## src/pdmrc_cfg.svh

```systemverilog
`ifndef PDMRC_CFG_SVH
`define PDMRC_CFG_SVH

// Register byte addresses
`define PDMRC_CTL_OFFSET 16'h1a40
`define PDMRC_RESET_CONTROL_REGISTER_OFFSET 16'h1a50
`define PDMRC_STATUS_OFFSET 16'h1a54

// Receiver control register fields
`define PDMRC_CTL_CABLE_DETECT_BIT 0
`define PDMRC_CTL_FIFO_FORMAT_BIT 1
`define PDMRC_CTL_REPLY_TIMER_BIT 2
`define PDMRC_CTL_RX_RESET_BIT 3
`define PDMRC_CTL_RX_ENABLE_BIT 4
`define PDMRC_CTL_LOOPBACK_BIT 5
`define PDMRC_CTL_WRITE_MASK 8'h3f
`define PDMRC_CTL_RESET 8'h00

// Reset control register fields
`define PDMRC_RST_SOFTWARE_BIT 0
`define PDMRC_RST_PROTOCOL_BIT 1
`define PDMRC_RST_CTL_RESET 2'h0

// Status register fields
`define PDMRC_STAT_TIMEOUT_BIT 0
`define PDMRC_STAT_RX_LIVE_BIT 1
`define PDMRC_STAT_ARMED_BIT 2
`define PDMRC_STAT_TIMER_RUN_BIT 3
`define PDMRC_STAT_TIMER_EXP_BIT 4

// Reply timer period
`define PDMRC_CLOCK_PERIOD_NS 8
`define PDMRC_REPLY_TIME_NS 1000
`define PDMRC_REPLY_CYCLES ((`PDMRC_REPLY_TIME_NS + `PDMRC_CLOCK_PERIOD_NS - 1) / `PDMRC_CLOCK_PERIOD_NS)

`endif

```

## src/pdmrc_pkg.sv

```systemverilog
package pdmrc_pkg;

  typedef enum logic [1:0]
  {
    PDMRC_TIMER_IDLE = 2'b00,
    PDMRC_TIMER_LOADED = 2'b01,
    PDMRC_TIMER_RUNNING = 2'b10,
    PDMRC_TIMER_EXPIRED = 2'b11
  } pdmrc_timer_state_type;

endpackage

```

## src/pdmrc_receiver_control.sv

```systemverilog
// Local design decision: the Wishbone register port.
`timescale 1ns/100ps
`include "pdmrc_cfg.svh"

module pdmrc_receiver_control
#(
  parameter int P_ADDR_WIDTH = 16,
  parameter int P_RETRY_WIDTH = 2,
  parameter int P_TIMER_WIDTH = 16,
  parameter int P_REPLY_CYCLES = `PDMRC_REPLY_CYCLES
)
(
  input wire logic i_clock, // System clock, 125 MHz
  input wire logic i_resetn, // Asynchronous reset, active low
  input wire logic i_wb_cyc, // Wishbone cycle
  input wire logic i_wb_stb, // Wishbone strobe
  input wire logic i_wb_we, // Wishbone write enable
  input wire logic [P_ADDR_WIDTH-1:0] i_wb_adr, // Wishbone byte address
  input wire logic [3:0] i_wb_sel, // Wishbone byte selects
  input wire logic [31:0] i_wb_dat, // Wishbone write data
  output logic [31:0] o_wb_dat, // Wishbone read data
  output logic o_wb_ack, // Wishbone acknowledge
  input wire logic i_rx_active, // Receiver is inside a packet
  input wire logic i_tx_active, // Transmitter is driving the line
  input wire logic i_hard_reset_seen, // Hard Reset signalling received, pulse
  input wire logic i_cable_reset_seen, // Cable Reset signalling received, pulse
  input wire logic i_tx_start, // Packet transmission begins, pulse
  input wire logic i_tx_end, // Packet transmission ends, pulse
  input wire logic i_goodcrc_seen, // GoodCRC message received, pulse
  input wire logic i_auto_response_enable, // Auto-response mode from transmit control
  input wire logic i_wait_for_reply, // Wait-for-reply option from transmit control
  input wire logic [P_RETRY_WIDTH-1:0] i_retry_count, // Retry count from transmit control
  output logic o_loopback_enable, // Closes the loop at the line pin
  output logic o_rx_line_enable, // Receiver may sample the line
  output logic o_receiver_active, // Effective receiver enable
  output logic o_receive_queue_reset, // Holds receive queue in reset
  output logic o_hard_reset_detect, // Hard Reset recognition enabled
  output logic o_cable_reset_detect, // Cable Reset recognition enabled
  output logic o_fifo_length_first, // Read FIFO layout select
  output logic o_reply_timer_expired, // Reply timer in expired state
  output logic o_reply_timeout_flag, // Sticky reply timeout flag
  output logic o_reply_timeout_event // Reply timer expired, pulse
);

  generate
    if (P_ADDR_WIDTH < 16 || P_ADDR_WIDTH > 32)
    begin : g_bad_addr
      $error("address width must be 16 to 32");
    end
    if (P_RETRY_WIDTH < 1 || P_RETRY_WIDTH > 8)
    begin : g_bad_retry
      $error("retry width must be 1 to 8");
    end
    if (P_TIMER_WIDTH < 2 || P_TIMER_WIDTH > 30)
    begin : g_bad_timer
      $error("timer width must be 2 to 30");
    end
    if (P_REPLY_CYCLES < 1 || P_REPLY_CYCLES >= (1 << P_TIMER_WIDTH))
    begin : g_bad_cycles
      $error("reply cycles do not fit the timer");
    end
  endgenerate

  localparam logic [P_TIMER_WIDTH-1:0] LP_RELOAD = P_TIMER_WIDTH'(P_REPLY_CYCLES);
  localparam logic [P_TIMER_WIDTH-1:0] LP_ONE = P_TIMER_WIDTH'(1);

  function automatic logic addr_hit(input logic [P_ADDR_WIDTH-1:0] adr, input logic [15:0] offset);
    addr_hit = (adr == P_ADDR_WIDTH'(offset));
  endfunction

  logic [7:0] control;
  logic protocol_reset;
  logic receiver_live;
  logic detect_armed;
  logic timeout_flag;
  logic timeout_event;
  logic [P_TIMER_WIDTH-1:0] timer_count;
  pdmrc_pkg::pdmrc_timer_state_type timer_state;
  pdmrc_pkg::pdmrc_timer_state_type next_timer_state;
  logic [P_TIMER_WIDTH-1:0] next_timer_count;
  logic [31:0] next_read_data;
  logic [7:0] next_control;

  logic bus_req;
  logic bus_write;
  logic wr_ctl;
  logic wr_rst;
  logic wr_stat;
  logic software_reset;
  logic reset_signalling;
  logic timer_on;
  logic timer_expire;
  logic auto_timer;
  logic [7:0] status_byte;

  // Single-cycle answer: ack rises the cycle after the request and drops next
  assign bus_req = i_wb_cyc & i_wb_stb & ~o_wb_ack;
  assign bus_write = bus_req & i_wb_we & i_wb_sel[0];
  assign wr_ctl = bus_write & addr_hit(i_wb_adr, `PDMRC_CTL_OFFSET);
  assign wr_rst = bus_write & addr_hit(i_wb_adr, `PDMRC_RESET_CONTROL_REGISTER_OFFSET);
  assign wr_stat = bus_write & addr_hit(i_wb_adr, `PDMRC_STATUS_OFFSET);
  assign software_reset = wr_rst & i_wb_dat[`PDMRC_RST_SOFTWARE_BIT];

  // Detection is gated until the first enable after reset
  assign reset_signalling = detect_armed &
    (i_hard_reset_seen | (i_cable_reset_seen & control[`PDMRC_CTL_CABLE_DETECT_BIT]));

  assign auto_timer = (i_auto_response_enable & (i_retry_count != '0)) |
    (i_wait_for_reply & (i_retry_count == '0));
  assign timer_on = control[`PDMRC_CTL_REPLY_TIMER_BIT] | auto_timer;
  assign timer_expire = (timer_state == pdmrc_pkg::PDMRC_TIMER_RUNNING) && (timer_count == LP_ONE);

  always_comb
  begin
    next_control = control;
    if (wr_ctl)
    begin
      next_control = i_wb_dat[7:0] & `PDMRC_CTL_WRITE_MASK;
    end
    if (reset_signalling)
    begin
      next_control[`PDMRC_CTL_RX_ENABLE_BIT] = 1'b0;
    end
  end

  // Protocol reset does not touch this register; power-on and software reset clear it, reset signalling clears the enable bit
  always_ff @(posedge i_clock or negedge i_resetn)
  begin
    if (!i_resetn)
    begin
      control <= `PDMRC_CTL_RESET;
    end
    else if (software_reset)
    begin
      control <= `PDMRC_CTL_RESET;
    end
    else
    begin
      control <= next_control;
    end
  end

  always_ff @(posedge i_clock or negedge i_resetn)
  begin
    if (!i_resetn)
    begin
      protocol_reset <= 1'b0;
    end
    else if (software_reset)
    begin
      protocol_reset <= 1'b0;
    end
    else if (wr_rst)
    begin
      protocol_reset <= i_wb_dat[`PDMRC_RST_PROTOCOL_BIT];
    end
  end

  // Arming survives every later clear of the enable bit except a power-on or software reset, which drops it
  always_ff @(posedge i_clock or negedge i_resetn)
  begin
    if (!i_resetn)
    begin
      detect_armed <= 1'b0;
    end
    else if (software_reset)
    begin
      detect_armed <= 1'b0;
    end
    else if (control[`PDMRC_CTL_RX_ENABLE_BIT])
    begin
      detect_armed <= 1'b1;
    end
  end

  // The live copy only follows the bit between packets
  always_ff @(posedge i_clock or negedge i_resetn)
  begin
    if (!i_resetn)
    begin
      receiver_live <= 1'b0;
    end
    else if (software_reset)
    begin
      receiver_live <= 1'b0;
    end
    else if (!i_rx_active)
    begin
      receiver_live <= control[`PDMRC_CTL_RX_ENABLE_BIT];
    end
  end

  always_comb
  begin
    next_timer_state = timer_state;
    next_timer_count = timer_count;
    case (timer_state)
      pdmrc_pkg::PDMRC_TIMER_IDLE:
      begin
        if (i_tx_start && timer_on)
        begin
          next_timer_state = pdmrc_pkg::PDMRC_TIMER_LOADED;
          next_timer_count = LP_RELOAD;
        end
      end
      pdmrc_pkg::PDMRC_TIMER_LOADED:
      begin
        if (!timer_on)
        begin
          next_timer_state = pdmrc_pkg::PDMRC_TIMER_IDLE;
        end
        else if (i_tx_end)
        begin
          next_timer_state = pdmrc_pkg::PDMRC_TIMER_RUNNING;
        end
      end
      pdmrc_pkg::PDMRC_TIMER_RUNNING:
      begin
        if (!timer_on || (i_goodcrc_seen && auto_timer))
        begin
          next_timer_state = pdmrc_pkg::PDMRC_TIMER_IDLE;
        end
        else if (i_tx_start)
        begin
          next_timer_state = pdmrc_pkg::PDMRC_TIMER_LOADED;
          next_timer_count = LP_RELOAD;
        end
        else if (timer_expire)
        begin
          next_timer_state = pdmrc_pkg::PDMRC_TIMER_EXPIRED;
        end
        else
        begin
          next_timer_count = timer_count - LP_ONE;
        end
      end
      pdmrc_pkg::PDMRC_TIMER_EXPIRED:
      begin
        if (i_tx_start)
        begin
          next_timer_state = timer_on ? pdmrc_pkg::PDMRC_TIMER_LOADED : pdmrc_pkg::PDMRC_TIMER_IDLE;
          next_timer_count = LP_RELOAD;
        end
      end
      default:
      begin
        next_timer_state = pdmrc_pkg::PDMRC_TIMER_IDLE;
      end
    endcase
  end

  always_ff @(posedge i_clock or negedge i_resetn)
  begin
    if (!i_resetn)
    begin
      timer_state <= pdmrc_pkg::PDMRC_TIMER_IDLE;
      timer_count <= '0;
    end
    else if (software_reset || protocol_reset)
    begin
      timer_state <= pdmrc_pkg::PDMRC_TIMER_IDLE;
      timer_count <= '0;
    end
    else
    begin
      timer_state <= next_timer_state;
      timer_count <= next_timer_count;
    end
  end

  always_ff @(posedge i_clock or negedge i_resetn)
  begin
    if (!i_resetn)
    begin
      timeout_event <= 1'b0;
    end
    else
    begin
      timeout_event <= timer_expire && !software_reset && !protocol_reset &&
        (next_timer_state == pdmrc_pkg::PDMRC_TIMER_EXPIRED);
    end
  end

  // A new expiry beats a simultaneous write-one-to-clear
  always_ff @(posedge i_clock or negedge i_resetn)
  begin
    if (!i_resetn)
    begin
      timeout_flag <= 1'b0;
    end
    else if (software_reset)
    begin
      timeout_flag <= 1'b0;
    end
    else if (timeout_event)
    begin
      timeout_flag <= 1'b1;
    end
    else if (wr_stat && i_wb_dat[`PDMRC_STAT_TIMEOUT_BIT])
    begin
      timeout_flag <= 1'b0;
    end
  end

  always_comb
  begin
    status_byte = 8'h00;
    status_byte[`PDMRC_STAT_TIMEOUT_BIT] = timeout_flag;
    status_byte[`PDMRC_STAT_RX_LIVE_BIT] = receiver_live;
    status_byte[`PDMRC_STAT_ARMED_BIT] = detect_armed;
    status_byte[`PDMRC_STAT_TIMER_RUN_BIT] = (timer_state == pdmrc_pkg::PDMRC_TIMER_RUNNING);
    status_byte[`PDMRC_STAT_TIMER_EXP_BIT] = (timer_state == pdmrc_pkg::PDMRC_TIMER_EXPIRED);
  end

  always_comb
  begin
    next_read_data = 32'h0000_0000;
    if (addr_hit(i_wb_adr, `PDMRC_CTL_OFFSET))
    begin
      next_read_data[7:0] = control & `PDMRC_CTL_WRITE_MASK;
    end
    else if (addr_hit(i_wb_adr, `PDMRC_RESET_CONTROL_REGISTER_OFFSET))
    begin
      next_read_data[`PDMRC_RST_PROTOCOL_BIT] = protocol_reset;
    end
    else if (addr_hit(i_wb_adr, `PDMRC_STATUS_OFFSET))
    begin
      next_read_data[7:0] = status_byte;
    end
  end

  // Unmapped addresses are acknowledged, read zero and drop writes
  always_ff @(posedge i_clock or negedge i_resetn)
  begin
    if (!i_resetn)
    begin
      o_wb_ack <= 1'b0;
      o_wb_dat <= 32'h0000_0000;
    end
    else
    begin
      o_wb_ack <= bus_req;
      if (bus_req && !i_wb_we)
      begin
        o_wb_dat <= next_read_data;
      end
    end
  end

  always_ff @(posedge i_clock or negedge i_resetn)
  begin
    if (!i_resetn)
    begin
      o_loopback_enable <= 1'b0;
      o_rx_line_enable <= 1'b1;
      o_receive_queue_reset <= 1'b0;
      o_hard_reset_detect <= 1'b0;
      o_cable_reset_detect <= 1'b0;
      o_fifo_length_first <= 1'b0;
    end
    else
    begin
      // The switch sits at the shared pad so loopback exercises the analog path
      o_loopback_enable <= control[`PDMRC_CTL_LOOPBACK_BIT];
      o_rx_line_enable <= ~i_tx_active | control[`PDMRC_CTL_LOOPBACK_BIT];
      o_receive_queue_reset <= control[`PDMRC_CTL_RX_RESET_BIT] | protocol_reset;
      o_hard_reset_detect <= detect_armed;
      o_cable_reset_detect <= detect_armed & control[`PDMRC_CTL_CABLE_DETECT_BIT];
      o_fifo_length_first <= control[`PDMRC_CTL_FIFO_FORMAT_BIT];
    end
  end

  always_comb
  begin
    o_receiver_active = receiver_live & ~o_receive_queue_reset;
    o_reply_timer_expired = (timer_state == pdmrc_pkg::PDMRC_TIMER_EXPIRED);
    o_reply_timeout_flag = timeout_flag;
    o_reply_timeout_event = timeout_event;
  end

endmodule

```

## config.mk

```make
export PLATFORM = sky130hd
export DESIGN_NAME = pdmrc_receiver_control
export DESIGN_NICKNAME = d
export VERILOG_FILES = /design/src/pdmrc_pkg.sv /design/src/pdmrc_receiver_control.sv
export VERILOG_INCLUDE_DIRS = /design/src
export SDC_FILE = /design/constraint.sdc
export NUM_CORES = 1
export LEC_CHECK = 0
export ABC_AREA = 1
export ABC_CLOCK_PERIOD_IN_PS = 1700
export BUFFER_PORTS_ARGS = -buffer_cell sky130_fd_sc_hd__buf_4
export CORE_ASPECT_RATIO = 0.8
export CORE_UTILIZATION = 50
export DETAILED_ROUTE_END_ITERATION = 8
export GPL_TIMING_DRIVEN = 0
export HOLD_SLACK_MARGIN = 0.03
export PLACE_DENSITY_LB_ADDON = 0.15
export SLEW_MARGIN = 5
export SYNTH_ARGS = -nofsm -noshare
export SYNTH_HDL_FRONTEND = slang
export SYNTH_SLANG_ARGS = --single-unit
```

## constraint.sdc

```tcl
create_clock -name i_clock -period 1.7 [get_ports i_clock]
set_input_delay 0.17 -clock i_clock [delete_from_list [all_inputs] [get_ports i_clock]]
set_output_delay 0.17 -clock i_clock [all_outputs]
set_load 0.05 [all_outputs]
```

## Word level (Yosys, flattened, before mapping)

Cells that the tools add are included.

- Reductions and logical operators: 24
- Eq/ne operators: 13
- Bitwise logic cells: 22
- Add/subtract/negate cells: 1
- Mux-type cells: 34

Operators with widths:

| operator | count |
|---|---|
| 2-to-1 mux 16 bit | 6 |
| == test 16 x 13 -> 1 bit (second input constant) | 3 |
| case mux 16 bit (3 select lines) | 1 |
| 2-to-1 mux 6 bit | 3 |
| == test 16 x 1 -> 1 bit (second input constant) | 1 |
| 2-to-1 mux 2 bit | 8 |
| subtractor 16 x 1 -> 16 bit (second input constant) | 1 |
| AND 1 bit | 14 |
| 2-to-1 mux 1 bit | 13 |
| logical AND 1 bit | 8 |
| case mux 2 bit (4 select lines) | 1 |
| nonzero test 2 bit | 4 |
| == test 2 bit (second input constant) | 3 |
| inequality test 3 x 2 -> 1 bit (second input constant) | 2 |
| nonzero test 3 bit | 2 |
| 2-to-1 mux 5 bit | 1 |
| bitwise OR 1 bit | 5 |
| AND reduction 5 bit | 1 |
| logical NOT 1 bit | 4 |
| logical NOT 2 bit | 2 |
| inequality test 4 x 3 -> 1 bit (second input constant) | 1 |
| nonzero test 4 bit | 1 |
| 2-to-1 mux 3 bit | 1 |
| inequality test 3 bit (second input constant) | 1 |
| other kinds (4) | 7 |

- Flip-flop bits (word level): 44
- Bits of input ports: 68
- Logic and storage cells: 111
- Output and inout port bits: 43

## Longest topological paths before layout

- Word-level depth: 10
- Depth in mapped cells: 11
- Depth with buffers taken out: 10

## Worst setup path before layout

OpenSTA, ideal clock, no wires.

- Path kind: register to register
- From: register o_wb_ack
- To: register timer_count[9]
- Required time: 1583 ps
- Data arrival time: 1497 ps
- Clock period less this slack: 1614 ps
- Slack: 86 ps
- Library setup time: 117 ps
- Cell stages (with the launch flop): 10
- Buffers on the path: 1
- Cell sequence: dfrtp_1 > nor2_2 > inv_1 > nor2_4 > nand4_4 > nand2_2 > inv_4 > buf_6 > nand3_2 > nand2_1

- Cells in the longest elaborated chain, start to end: 9
- Elaborated cells between the ends (all ways): 14
- Those cells by class: eq/ne: 4; mux: 1; bitwise: 6; reduce/logical: 3

RTL lines:

| what | line | RTL |
|---|---|---|
| start, declared | pdmrc_receiver_control.sv:22 | `output logic o_wb_ack,` |
| start signal, assigned | pdmrc_receiver_control.sv:342 | `o_wb_ack <= bus_req;` |
| NOT 1 bit (*) | pdmrc_receiver_control.sv:97 | `assign bus_req = i_wb_cyc & i_wb_stb & ~o_wb_ack;` |
| AND 1 bit (*) | pdmrc_receiver_control.sv:97 |  |
| via bus_req | pdmrc_receiver_control.sv:84 | `logic bus_req;` |
| AND 1 bit (*) (2 in series) | pdmrc_receiver_control.sv:98 | `assign bus_write = bus_req & i_wb_we & i_wb_sel[0];` |
| AND 1 bit (*) | pdmrc_receiver_control.sv:100 | `` assign wr_rst = bus_write & addr_hit(i_wb_adr, `PDMRC_RESET_CONTROL_REGISTER_OFFSET); `` |
| AND 1 bit (*) | pdmrc_receiver_control.sv:102 | `` assign software_reset = wr_rst & i_wb_dat[`PDMRC_RST_SOFTWARE_BIT]; `` |
| logical OR 1 bit (*) | pdmrc_receiver_control.sv:259 | `else if (software_reset \|\| protocol_reset)` |
| inequality test 4 x 3 -> 1 bit (no source line), or another cell as far along | -- |  |
| AND reduction 5 bit (no source line) | -- |  |
| end signal, assigned | pdmrc_receiver_control.sv:267 | `timer_count <= next_timer_count;` |
| end, declared | pdmrc_receiver_control.sv:77 | `logic [P_TIMER_WIDTH-1:0] timer_count;` |

Mark *: on every way through the listed nets, which the timed path passes. The rest lies on a longest branch.
A chain may end at the register's enable or synchronous reset.

## Worst setup path after layout

- From: register o_wb_ack
- To: register timer_count[0]

Same word-level chain as after synthesis.

==> results.yml <==
global_routing:
  grt_max_degree: 43
  grt_pass1_vias: 2520
  grt_use_total_pct: 23.71
  grt-ovfl-total: 0
  grt_antenna_before_repair: 0
  grt_pass1_wl_um: 11510
die:
  die-area_um2: 6149
  floorplan.rows: 24
  io_pins: 111
  core_um2: 5525
  fp.dieH_um: 70.34
  initial_core_util_pct: 52.83
  dieWidth_um: 87.43
timing:
  skew_ns: 0.007605
  setup_violations: 0
  finalSetupTns_ns: 0
  worst_pin_slew_ns: 0.5352
  whs_ns: 0.06900
  fmax_mhz: 623.0
  fin_crit_sh_pct: 94.42
  drv_slew: 0
  rsz0062_at_grt: "yes"
  period_needed_ns: 1.605
  hold_viol: 0
  relSlewSlack_pct: 64.32
worst_setup_path:
  slowest_delay_ns: 0.39
  rrSetupSlack_ns: 0.09
  cp_data_required_time_ns: 1.88
  worstPathCellList: "nor2_2, inv_1, nor2_4, nand4_4, nand2_2, inv_4, buf_6, nand3_1, nand2_1"
  cp_slowest_cell: "dfrtp_1"
  critical_path_class: "register to register"
  start_kind: "register"
  worstSetupStartpoint: "o_wb_ack$_DFF_PN0_"
  timing.rr.end: "timer_count[0]$_DFFE_PN0P_"
  cp_max_fo: 10
  reg2reg_from: "o_wb_ack$_DFF_PN0_"
  arrival_ns: 1.79
  critical_path.endpoint_type: "register"
  ff2ff_path_depth: 9
logic_synthesis:
  postSynthAreaPerCell_um2: 7.120
  synth-seq-cells: 42
  synthCells: 410
  ys_warn_count: 0
  netlist_area_um2: 2919
  yosysSeqAreaShare_pct: 36.05
  synth_area_leaders: "dfrtp_1 35%, nand2_1 14%, nand3_1 9.4%, buf_4 6.9%, nor2_1 6.9%"
  ys_types: 37
  yosysTopAreaCell: "dfrtp_1"
  yosys.area.top_type_share_pct: 35.15
pwr:
  peakVddDrop_mv: 0.5077
  p_leak_nw: 1.951
  pwr-share-clk_pct: 20.9
  seqPwrFrac_pct: 37.4
  power_frac_comb_pct: 41.7
  power_mw: 3.301
  swShare_pct: 41.65
  p_per_area_nw_per_um2: 900.4
  netSwitchingPower_mw: 1.375
  p_int_mw: 1.926
route:
  drt_pass1_iterations: 5
  num_vias: 2833
  antenna_left: 0
  first_iter_violations: 305
  drt_drc_violations_left: 0
  viasPerCell: 4.901
  wl_per_cell_um: 11.73
  drt-total-wl_um: 6778
layout:
  mostFrequentLayoutCell: "nand2_1"
  diodes: 0
  drive_above_1_share_pct: 27.40
  final_cell_mix: "110 x nand2_1, 82 x buf_4, 55 x nand3_1, 51 x nor2_1, 42 x inv_1"
  fin_nets: 569
  area.growth.synth_to_final_pct: 25.59
min_path:
  worstHoldEndpoint: "control[5]$_DFFE_PN0P_"
  hold_path_class: "primary input to register"
  hold_start: "i_wb_dat[5]"
  whs_path_depth: 3
status:
  status: "finished, final reports clean"
placement:
  hpwl_um: 5261
  globalplace.congestion: 0.9106
  port-buffer-count: 55
clocking:
  cts_made_buffers: 5
  cts_tree: "done"
  root_buffer: "clkbuf_8"
  clk_latency_ns: 0.30
  clockBufferDepth: 2
  cts.sinks: 42
  clk_pin_slew_ns: 0.08
  h-tree-depth: 2
run:
  maxCapViolations: 0
-- power by group through the flow --
stage	sequential, mW	clock (mW)	combinational (mW)
after floorplan	1.21	0	1.04
after global placement	1.22	0	1.31
after detailed placement	1.23	0	1.35
after CTS	1.21	0.708	1.35
after global routing	1.25	0.750	1.51
final	1.23	0.690	1.38
-- synthesized netlist by cell type --
master    instances
and2_1            1
buf_12            1
inv_2             3
nand2_8           1
o22ai_1           3
dfstp_2           1
ha_1              2
nand3b_1          4
nand2_1         110
nand3_2          11
nand2_4           1
nor3b_1           1
inv_1            43
o21bai_1          2
buf_6             3
dfrtp_1          41
nand4_2           1
a22oi_1           1
and2_0            1
buf_2             1
nor2_2            7
a31oi_1           1
o21ai_0           8
a21oi_1           4
nand3_1          55
conb_1            1
inv_4             2
nor2_1           54
clkbuf_1          2
nand2_2           3
o31ai_1           1
nor2_4            4
nor3_1            2
nand4_1           4
buf_4            27
o21ai_1           2
nand4_4           1
-- state kept, by name, indices dropped and copies added, names as in the netlist, 2 cells and up --
name         flops
timer_count     16
control          6
timer_state      2
o_wb_dat         6
-- cells by family after synthesis --
group                    share of synthesized area (%)
flip-flops                                       36.05
other                                           0.1285
adder cells (fa/ha/maj)                         0.8571
AO/OA/AOI/OAI                                    4.287
buffers and inverters                            15.56
AND/OR/NAND/NOR                                  43.12
-- worst max path at each step --
stage / to / cells past startpoint
after floorplan: timer_count[9]$_DFFE_PN0P_ / 9
after global placement: timer_count[6]$_DFFE_PN0P_ / 9
after detailed placement: timer_count[6]$_DFFE_PN0P_ / 9
after CTS: timer_count[10]$_DFFE_PN0P_ / 9
after global routing: timer_count[11]$_DFFE_PN0P_ / 9
final: timer_count[0]$_DFFE_PN0P_ / 9
-- worst max-delay path, delay by kind of cell, from the launching register on --
| family | cells | cell delay (ns) |
|---|---|---|
| flops | 1 | 0.39 |
| buf+inv | 3 | 0.28 |
| simple gates | 6 | 0.80 |
-- per-stage QoR --
stage	setup WS (ns)	utilization (%)	std cells	instance area (µm²)
4_1_cts	0.005163	65.85	578	3638
3_5_place_dp	0.03574	63.77	568	3523
3_3_place_gp	0.02059	63.77	568	3523
2_1_floorplan	0.08604	-	435	3013
5_1_grt	-0.01336	66.35	578	3666
6_report	0.09492	66.35	578	3666
-- what timing repair did --
item,in CTS,in global routing
hold buffers,2,0
hold endpoints to repair,42,0
setup buffers,0,0
gates resized for setup,0,11
endpoints found under the setup margin,0,14
-- layer usage --
layer	wire (µm)	GRT usage [%]	up-vias
met5	0	0	-
met4	73	5.464	0
met3	406	3.546	9
met2	3044	37.15	100
met1	3253	34.44	1297
li1	-	-	1427
-- cell type report --
cell class                 count  area (µm²)
buffer                        34       269.0
clock buffer                   7       86.33
clock inverter                 1       8.758
fill                         540        1859
inverter                      48       185.2
multi-input combinational    311        1529
sequential                    42        1057
tap                           78       97.59
timing repair buffer          57       432.9
Power figures use the tool's default switching activity.
